===== config.mk =====
export PLATFORM = sky130hd
export DESIGN_NAME = pciarb_device_flat
export DESIGN_NICKNAME = d
export VERILOG_FILES = /design/src/rtl/pciarb_pkg.sv /design/src/rtl/pciarb_if.sv /design/src/rtl/pciarb_device.sv /design/src/flat_wrapper.sv
export SDC_FILE = /design/constraint.sdc
export NUM_CORES = 1
export LEC_CHECK = 0
export BUFFER_PORTS_ARGS = -buffer_cell sky130_fd_sc_hd__buf_2
export CORE_MARGIN = 3
export CORE_UTILIZATION = 55
export DETAILED_ROUTE_END_ITERATION = 10
export GPL_TIMING_DRIVEN = 0
export PLACE_DENSITY = 0.84
export SYNTH_ARGS = -nofsm -noshare
export SYNTH_HDL_FRONTEND = slang
export SYNTH_SLANG_ARGS = --single-unit

===== constraint.sdc =====
create_clock -name clk -period 23.3 [get_ports clk]
set_clock_uncertainty 0.1 [all_clocks]
set_input_delay 2.33 -clock clk [delete_from_list [all_inputs] [get_ports clk]]
set_output_delay 2.33 -clock clk [all_outputs]
set_load 0.02 [all_outputs]

===== src/rtl/pciarb_pkg.sv =====
package pciarb_pkg;
    localparam int PCIARB_NUM_REQ = 5;
    localparam logic [2:0] PCIARB_IDX_CPU = 3'h0;
    localparam logic [2:0] PCIARB_IDX_INIT0 = 3'h1;
    localparam logic [2:0] PCIARB_IDX_INIT1 = 3'h2;
    localparam logic [2:0] PCIARB_IDX_INIT2 = 3'h3;
    localparam logic [2:0] PCIARB_IDX_INIT3 = 3'h4;
    localparam logic [2:0] PCIARB_IDX_NONE = 3'h7;
    localparam logic PCIARB_MODE_EXTERNAL = 1'b0;
    localparam logic PCIARB_MODE_INTERNAL = 1'b1;
    localparam logic [3:0] PCIARB_IDLE_TURNAROUND = 4'h1;
    typedef enum logic [1:0] {PCIARB_RESET, PCIARB_IDLE, PCIARB_GRANT, PCIARB_PARK} pciarb_state_e;
endpackage


===== src/rtl/pciarb_if.sv =====
`timescale 1ns/1ps
`default_nettype none
interface pciarb_if;
    logic host_cpu_bus_request_n;
    logic host_cpu_bus_grant_n_o;
    logic host_cpu_bus_grant_n_oe;
    logic initiator0_request_n;
    logic initiator0_grant_n_o;
    logic initiator0_grant_n_oe;
    logic initiator1_request_n;
    logic initiator1_grant_n_o;
    logic initiator1_grant_n_oe;
    logic initiator2_request_n;
    logic initiator3_request_n;
    modport device (
        input host_cpu_bus_request_n, initiator0_request_n, initiator1_request_n,
        input initiator2_request_n, initiator3_request_n,
        output host_cpu_bus_grant_n_o, host_cpu_bus_grant_n_oe,
        output initiator0_grant_n_o, initiator0_grant_n_oe,
        output initiator1_grant_n_o, initiator1_grant_n_oe
    );
    modport host (
        output host_cpu_bus_request_n, initiator0_request_n, initiator1_request_n,
        output initiator2_request_n, initiator3_request_n,
        input host_cpu_bus_grant_n_o, host_cpu_bus_grant_n_oe,
        input initiator0_grant_n_o, initiator0_grant_n_oe,
        input initiator1_grant_n_o, initiator1_grant_n_oe
    );
endinterface
`default_nettype wire


===== src/rtl/pciarb_device.sv =====
`timescale 1ns/1ps
`default_nettype none
// Functional notes
// - request high at reset release: internal arbiter
// - request low at reset release: external roles
// - host holds request high during reset for internal mode, low for external
// - cpu request meaningful only in internal mode
// - shared pin: request0 or external grant
// - initiator1 request ignored in external mode
// - cpu grant driven only in internal mode
// - shared output: grant0 or own request
// - shared output: grant1 or resume indication
// - grants float from reset until driven
// - grant chosen from requests and scheme
// - initiator2 requests by driving low
// - initiator3 requests by driving low
module pciarb_device
    import pciarb_pkg::*;
(
    input wire logic clk, // pci clock
    input wire logic rstn, // pci reset, active low
    input wire logic clk_en, // freezes all state when low
    pciarb_if.device bus, // arbiter pins
    input wire logic rotate_en, // scheme: 1 rotating, 0 fixed priority
    input wire logic own_request, // bridge wants bus (external mode)
    input wire logic resume_event, // retry condition cleared (external mode)
    output logic internal_mode_q, // sampled arbiter mode
    output logic own_granted_q // external arbiter grant seen
);
    logic mode_captured_q;
    logic [PCIARB_NUM_REQ-1:0] req_pin_n;
    logic [PCIARB_NUM_REQ-1:0] req_vec;
    logic [PCIARB_NUM_REQ-1:0] gnt_q;
    logic [PCIARB_NUM_REQ-1:0] gnt_d;
    logic [2:0] holder_idx;
    logic [2:0] last_q;
    logic holder_done;
    logic drive_q;
    logic resume_q;
    pciarb_state_e state_q;

    // request pins in grant-vector order: cpu, then initiators 0 to 3
    assign req_pin_n = {bus.initiator3_request_n, bus.initiator2_request_n,
                        bus.initiator1_request_n, bus.initiator0_request_n,
                        bus.host_cpu_bus_request_n};

    // in external mode the cpu and initiator 1 pins mean nothing and the initiator 0 pin
    // is the outside arbiter's grant, so none of them may reach the arbiter
    for (genvar g = 0; g < PCIARB_NUM_REQ; g++) begin : g_req
        assign req_vec[g] = internal_mode_q & ~req_pin_n[g];
    end

    // mode is caught on the first enabled edge after reset release, never under reset
    always_ff @(posedge clk or negedge rstn) begin
        if (!rstn) begin
            mode_captured_q <= 1'b0;
            internal_mode_q <= PCIARB_MODE_EXTERNAL;
        end else if (clk_en && !mode_captured_q) begin
            mode_captured_q <= 1'b1;
            internal_mode_q <= bus.host_cpu_bus_request_n ? PCIARB_MODE_INTERNAL
                                                          : PCIARB_MODE_EXTERNAL;
        end
    end

    // rotating picks the first requester after the last winner, fixed picks lowest index
    always_comb begin
        logic found;
        int idx;
        gnt_d = '0;
        found = 1'b0;
        idx = 0;
        for (int k = 0; k < PCIARB_NUM_REQ; k++) begin
            idx = rotate_en ? (int'(last_q) + 1 + k) % PCIARB_NUM_REQ : k;
            if (!found && req_vec[idx]) begin
                gnt_d[idx] = 1'b1;
                found = 1'b1;
            end
        end
    end

    // index of the current holder; rotation restarts just past it
    always_comb begin
        holder_idx = last_q;
        for (int k = 0; k < PCIARB_NUM_REQ; k++) begin
            if (gnt_q[k]) begin
                holder_idx = 3'(k);
            end
        end
    end

    // the holder keeps the bus only while its own request line stays low
    assign holder_done = ~(|(gnt_q & req_vec));

    // two dead cycles between owners: the old grant pin is high before a new one falls
    always_ff @(posedge clk or negedge rstn) begin
        if (!rstn) begin
            state_q <= PCIARB_RESET;
        end else if (clk_en) begin
            case (state_q)
                PCIARB_RESET: begin
                    if (mode_captured_q && internal_mode_q) begin
                        state_q <= PCIARB_IDLE;
                    end
                end
                PCIARB_IDLE: begin
                    if (|gnt_d) begin
                        state_q <= PCIARB_GRANT;
                    end
                end
                PCIARB_GRANT: begin
                    if (holder_done) begin
                        state_q <= PCIARB_PARK;
                    end
                end
                PCIARB_PARK: begin
                    state_q <= PCIARB_IDLE;
                end
                default: begin
                    state_q <= PCIARB_RESET;
                end
            endcase
        end
    end

    // a winner is loaded only from idle, so it is never swapped for another in place
    always_ff @(posedge clk or negedge rstn) begin
        if (!rstn) begin
            gnt_q <= '0;
        end else if (clk_en) begin
            if (state_q == PCIARB_IDLE) begin
                gnt_q <= gnt_d;
            end else if (state_q != PCIARB_GRANT || holder_done) begin
                gnt_q <= '0;
            end
        end
    end

    always_ff @(posedge clk or negedge rstn) begin
        if (!rstn) begin
            last_q <= PCIARB_IDX_CPU;
        end else if (clk_en && state_q == PCIARB_GRANT && holder_done) begin
            last_q <= holder_idx;
        end
    end

    // pins stay floating until the mode is known, so the strap never meets a driven grant
    always_ff @(posedge clk or negedge rstn) begin
        if (!rstn) begin
            drive_q <= 1'b0;
        end else if (clk_en && mode_captured_q) begin
            drive_q <= 1'b1;
        end
    end

    // the resume pulse is registered once before it reaches the pin
    always_ff @(posedge clk or negedge rstn) begin
        if (!rstn) begin
            resume_q <= 1'b0;
        end else if (clk_en) begin
            resume_q <= resume_event && !internal_mode_q;
        end
    end

    // the outside grant arrives on the initiator 0 request pin in external mode
    always_ff @(posedge clk or negedge rstn) begin
        if (!rstn) begin
            own_granted_q <= 1'b0;
        end else if (clk_en) begin
            own_granted_q <= !internal_mode_q && mode_captured_q && !bus.initiator0_request_n;
        end
    end

    // cpu grant pin: floated under reset and left floating in external mode
    always_ff @(posedge clk or negedge rstn) begin
        if (!rstn) begin
            bus.host_cpu_bus_grant_n_o <= 1'b1;
            bus.host_cpu_bus_grant_n_oe <= 1'b0;
        end else if (clk_en) begin
            bus.host_cpu_bus_grant_n_oe <= drive_q && internal_mode_q;
            bus.host_cpu_bus_grant_n_o <= ~gnt_q[PCIARB_IDX_CPU];
        end
    end

    // shared pin: initiator 0 grant, or the bridge's own request in external mode
    always_ff @(posedge clk or negedge rstn) begin
        if (!rstn) begin
            bus.initiator0_grant_n_o <= 1'b1;
            bus.initiator0_grant_n_oe <= 1'b0;
        end else if (clk_en) begin
            bus.initiator0_grant_n_oe <= drive_q;
            bus.initiator0_grant_n_o <= internal_mode_q ? ~gnt_q[PCIARB_IDX_INIT0] : ~own_request;
        end
    end

    // shared pin: initiator 1 grant, or the resume indication in external mode;
    // the resume pulse shows one cycle late, after its own register
    always_ff @(posedge clk or negedge rstn) begin
        if (!rstn) begin
            bus.initiator1_grant_n_o <= 1'b1;
            bus.initiator1_grant_n_oe <= 1'b0;
        end else if (clk_en) begin
            bus.initiator1_grant_n_oe <= drive_q;
            bus.initiator1_grant_n_o <= internal_mode_q ? ~gnt_q[PCIARB_IDX_INIT1] : ~resume_q;
        end
    end
endmodule
`default_nettype wire


===== src/flat_wrapper.sv =====
// flat-port wrapper written by rule: the top's interface ports become plain ports
module pciarb_device_flat import pciarb_pkg::*;
  (clk, rstn, clk_en, rotate_en, own_request, resume_event, internal_mode_q, own_granted_q, bus_host_cpu_bus_request_n, bus_initiator0_request_n, bus_initiator1_request_n, bus_initiator2_request_n, bus_initiator3_request_n, bus_host_cpu_bus_grant_n_o, bus_host_cpu_bus_grant_n_oe, bus_initiator0_grant_n_o, bus_initiator0_grant_n_oe, bus_initiator1_grant_n_o, bus_initiator1_grant_n_oe);
  pciarb_if bus_i ();
  input wire logic clk;
  input wire logic rstn;
  input wire logic clk_en;
  input wire logic rotate_en;
  input wire logic own_request;
  input wire logic resume_event;
  output logic internal_mode_q;
  output logic own_granted_q;
  input wire logic [$bits(bus_i.host_cpu_bus_request_n)-1:0] bus_host_cpu_bus_request_n;
  input wire logic [$bits(bus_i.initiator0_request_n)-1:0] bus_initiator0_request_n;
  input wire logic [$bits(bus_i.initiator1_request_n)-1:0] bus_initiator1_request_n;
  input wire logic [$bits(bus_i.initiator2_request_n)-1:0] bus_initiator2_request_n;
  input wire logic [$bits(bus_i.initiator3_request_n)-1:0] bus_initiator3_request_n;
  output wire logic [$bits(bus_i.host_cpu_bus_grant_n_o)-1:0] bus_host_cpu_bus_grant_n_o;
  output wire logic [$bits(bus_i.host_cpu_bus_grant_n_oe)-1:0] bus_host_cpu_bus_grant_n_oe;
  output wire logic [$bits(bus_i.initiator0_grant_n_o)-1:0] bus_initiator0_grant_n_o;
  output wire logic [$bits(bus_i.initiator0_grant_n_oe)-1:0] bus_initiator0_grant_n_oe;
  output wire logic [$bits(bus_i.initiator1_grant_n_o)-1:0] bus_initiator1_grant_n_o;
  output wire logic [$bits(bus_i.initiator1_grant_n_oe)-1:0] bus_initiator1_grant_n_oe;
  assign bus_i.host_cpu_bus_request_n = bus_host_cpu_bus_request_n;
  assign bus_i.initiator0_request_n = bus_initiator0_request_n;
  assign bus_i.initiator1_request_n = bus_initiator1_request_n;
  assign bus_i.initiator2_request_n = bus_initiator2_request_n;
  assign bus_i.initiator3_request_n = bus_initiator3_request_n;
  assign bus_host_cpu_bus_grant_n_o = bus_i.host_cpu_bus_grant_n_o;
  assign bus_host_cpu_bus_grant_n_oe = bus_i.host_cpu_bus_grant_n_oe;
  assign bus_initiator0_grant_n_o = bus_i.initiator0_grant_n_o;
  assign bus_initiator0_grant_n_oe = bus_i.initiator0_grant_n_oe;
  assign bus_initiator1_grant_n_o = bus_i.initiator1_grant_n_o;
  assign bus_initiator1_grant_n_oe = bus_i.initiator1_grant_n_oe;
  pciarb_device u_core (.clk(clk), .rstn(rstn), .clk_en(clk_en), .bus(bus_i), .rotate_en(rotate_en), .own_request(own_request), .resume_event(resume_event), .internal_mode_q(internal_mode_q), .own_granted_q(own_granted_q));
endmodule

==> flow_metrics.tcl <==
set metrics [dict create \
    outcome "finished clean" \
    tightest_slew_ns 0.735 \
    numPortBuffers 17 \
    cp_max_fo 10 \
    critPathLaunchType "flop" \
    row_count 34 \
    die_h_um 103 \
    wl_um 15400 \
    insertion_delay_ns 0.26 \
    syn-mean-instance-area_um2 7.42 \
    cts_resized 0 \
    fin_util_pct 61.3 \
    grt_first_pass_wirelength_um 25100 \
    vias_per_cell 6.83 \
    synth_seq_area_share_pct 9.73 \
    cts_buffer_depth 2 \
    synth_nets 756 \
    antenna_found_initial 0 \
    timing.critical_path.mode_cell "ha_1" \
    critical_path_arrival_ns 10.24 \
    netlist_area_um2 5180 \
    final_antenna_net_count 0 \
    endpoint_kind "flop" \
    grt_usage_pct 29.0 \
    netlist_instances 698 \
    dieWidth_um 103 \
    first_pass_iters 6 \
    max_clock_freq_mhz 98.1 \
    start_util_pct 58.0 \
    yosys_warnings 0 \
    num-fill-cells 815 \
    postCtsSetupBuffers 0 \
    critPathKind "reg2reg" \
    final_common_cell "nand2_1" \
    die_area_um2 10600 \
    finalCriticalPeriod_ns 10.19 \
    synth_seq_cells 20 \
    place.gp.congestion 1.04 \
    max_stage_delay_ns 0.63 \
    synth_edf_count 0 \
    worstHoldPathType "reg2reg" \
    core-area_um2 8930 \
    cts_buffers 3 \
    pre_cts_ws_ns 13.29 \
    cts-root-buf "clkbuf_8" \
    fin_crit_sh_pct 43.7 \
    overflow 0 \
    required_ns 23.35 \
    grt_max_degree 21 \
    cp_slowest_cell "ha_1" \
    finalSetupTns_ns 0 \
    area_growth_pct 5.63 \
    cts_hold_buf 0 \
    cap_violations 0 \
    dp_hpwl_um 12000 \
    first_global_vias 5151 \
    vias 5649 \
    wl_per_cell_um 18.7 \
    clk_pin_slew_ns 0.08 \
    drive_gt1_share_pct 13.9 \
    synth_ff_type "dfrtp_1" \
    rsz0062_at_grt "false" \
    setup_slack_ns 13.11 \
    yosysUniqueCellTypes 101 \
    maxSlewHeadroom_pct 50.7 \
    cts_tree "done" \
    finalHoldViolCount 0 \
    finalSetupViolations 0 \
    num_antenna_cells 0 \
    slew_violations 0 \
    postSynth.asyncResetShare_pct 100 \
    cts.sinks 20 \
    h-tree-depth 1 \
    drc 0 \
    final_nets 778 \
    io_pins 19 \
    drtIter0Drc 626 \
    final_cell_mix "nand2_1, ha_1, o21ai_0" \
]
-- worst paths after layout --
| path | start | end | slack (ns) | cells past startpoint |
|---|---|---|---|---|
| max | u_core.last_q[0]$_DFFE_PN0P_ | u_core.state_q[1]$_DFFE_PN0P_ | 13.11 | 31 |
| min | u_core.bus.host_cpu_bus_grant_n_o$_DFFE_PN1P_ | u_core.bus.host_cpu_bus_grant_n_o$_DFFE_PN1P_ | 0.37 | 2 |
| max reg2reg | u_core.last_q[0]$_DFFE_PN0P_ | u_core.state_q[1]$_DFFE_PN0P_ | 13.11 | 31 |
| min reg2reg | u_core.bus.host_cpu_bus_grant_n_o$_DFFE_PN1P_ | u_core.bus.host_cpu_bus_grant_n_o$_DFFE_PN1P_ | 0.37 | 2 |
| max in group asynchronous | rstn | u_core.bus.initiator0_grant_n_o$_DFFE_PN1P_ | 20.86 | 1 |
| min in group asynchronous | rstn | u_core.resume_q$_DFFE_PN0P_ | 1.90 | 1 |
-- critical path: cells and delay by family, from the launching register on --
family / cells / cell delay, ns
multiplexers: 3 / 0.93
flip-flops: 1 / 0.60
XOR/XNOR: 1 / 0.16
AND/OR/NAND/NOR: 7 / 1.66
adder cells (fa/ha/maj): 5 / 1.91
AO/OA/AOI/OAI: 7 / 2.01
buffers and inverters: 8 / 2.66
-- cell usage after synthesis, types with 7 or more instances --
master / number / area [um2]
buf_2: 7 / 35.0
o21ai_0: 46 / 230
nor2_1: 42 / 158
a21o_1: 7 / 52.6
ha_1: 47 / 588
nor3_1: 16 / 80.1
inv_1: 36 / 135
nand4_1: 10 / 62.6
nand2b_1: 15 / 93.8
nand2_1: 80 / 300
a211oi_1: 8 / 60.1
o211ai_1: 10 / 75.1
a31oi_1: 11 / 68.8
dfrtp_1: 17 / 425
o21a_1: 7 / 52.6
xnor2_1: 14 / 123
nand3_1: 35 / 175
a21oi_1: 45 / 225
mux2_2: 10 / 113
mux2i_1: 15 / 150
and3_1: 11 / 68.8
clkbuf_1: 14 / 52.6
nor2b_1: 18 / 113
-- metrics by stage --
step	hold slack (ns)	std cells	cell area, um2
after floorplan	0.338	698	5180
after global placement	0.352	823	5400
after detailed placement	0.365	823	5400
after CTS	0.376	827	5470
after global routing	0.387	827	5470
final	0.369	827	5470
-- metal layers --
| layer | track usage [%] | wire [um] | up-vias |
|---|---|---|---|
| met4 | 9.76 | 426 | 0 |
| met2 | 47.3 | 7110 | 307 |
| met1 | 39.7 | 6610 | 2640 |
| li1 | - | - | 2657 |
| met5 | 0 | 0 | - |
| met3 | 3.11 | 1270 | 45 |
-- sequential cells by signal, indices dropped and copies added, names as in the netlist --
register / cells
u_core.bus.initiator0_grant_n_oe: 1
u_core.last_q: 3
u_core.bus.initiator1_grant_n_o: 1
u_core.bus.host_cpu_bus_grant_n_oe: 1
u_core.internal_mode_q: 1
u_core.mode_captured_q: 1
u_core.own_granted_q: 1
u_core.bus.host_cpu_bus_grant_n_o: 1
u_core.state_q: 2
u_core.gnt_q: 5
u_core.drive_q: 1
u_core.resume_q: 1
u_core.bus.initiator0_grant_n_o: 1
-- area by class of cell --
| cell class | count | area (um2) | share of cell area, % |
|---|---|---|---|
| multi-input combinational | 604 | 4340 | 79.4 |
| clock inverter | 1 | 30.0 | 0.549 |
| sequential | 20 | 504 | 9.21 |
| clock buffer | 3 | 41.3 | 0.754 |
| inverter | 39 | 151 | 2.77 |
| buffer | 35 | 183 | 3.34 |
| timing repair buffer | 17 | 85.1 | 1.55 |
| tap | 108 | 135 | 2.47 |
-- logic make-up after synthesis --
logic type                 Yosys count  share of synthesized area (%)
muxes                               30                           6.45
buffers and inverters               74                           6.45
adders and majority gates           47                           11.3
and+or+nand+nor                    279                           28.7
AOI/OAI and AO/OA                  226                           32.6
DFF                                 20                           9.73
xor gates and xnor gates            22                           4.66
Power is left out: the tool's default activity adds up to more than one toggle a clock period on the data nets, which glitch-free logic cannot reach.
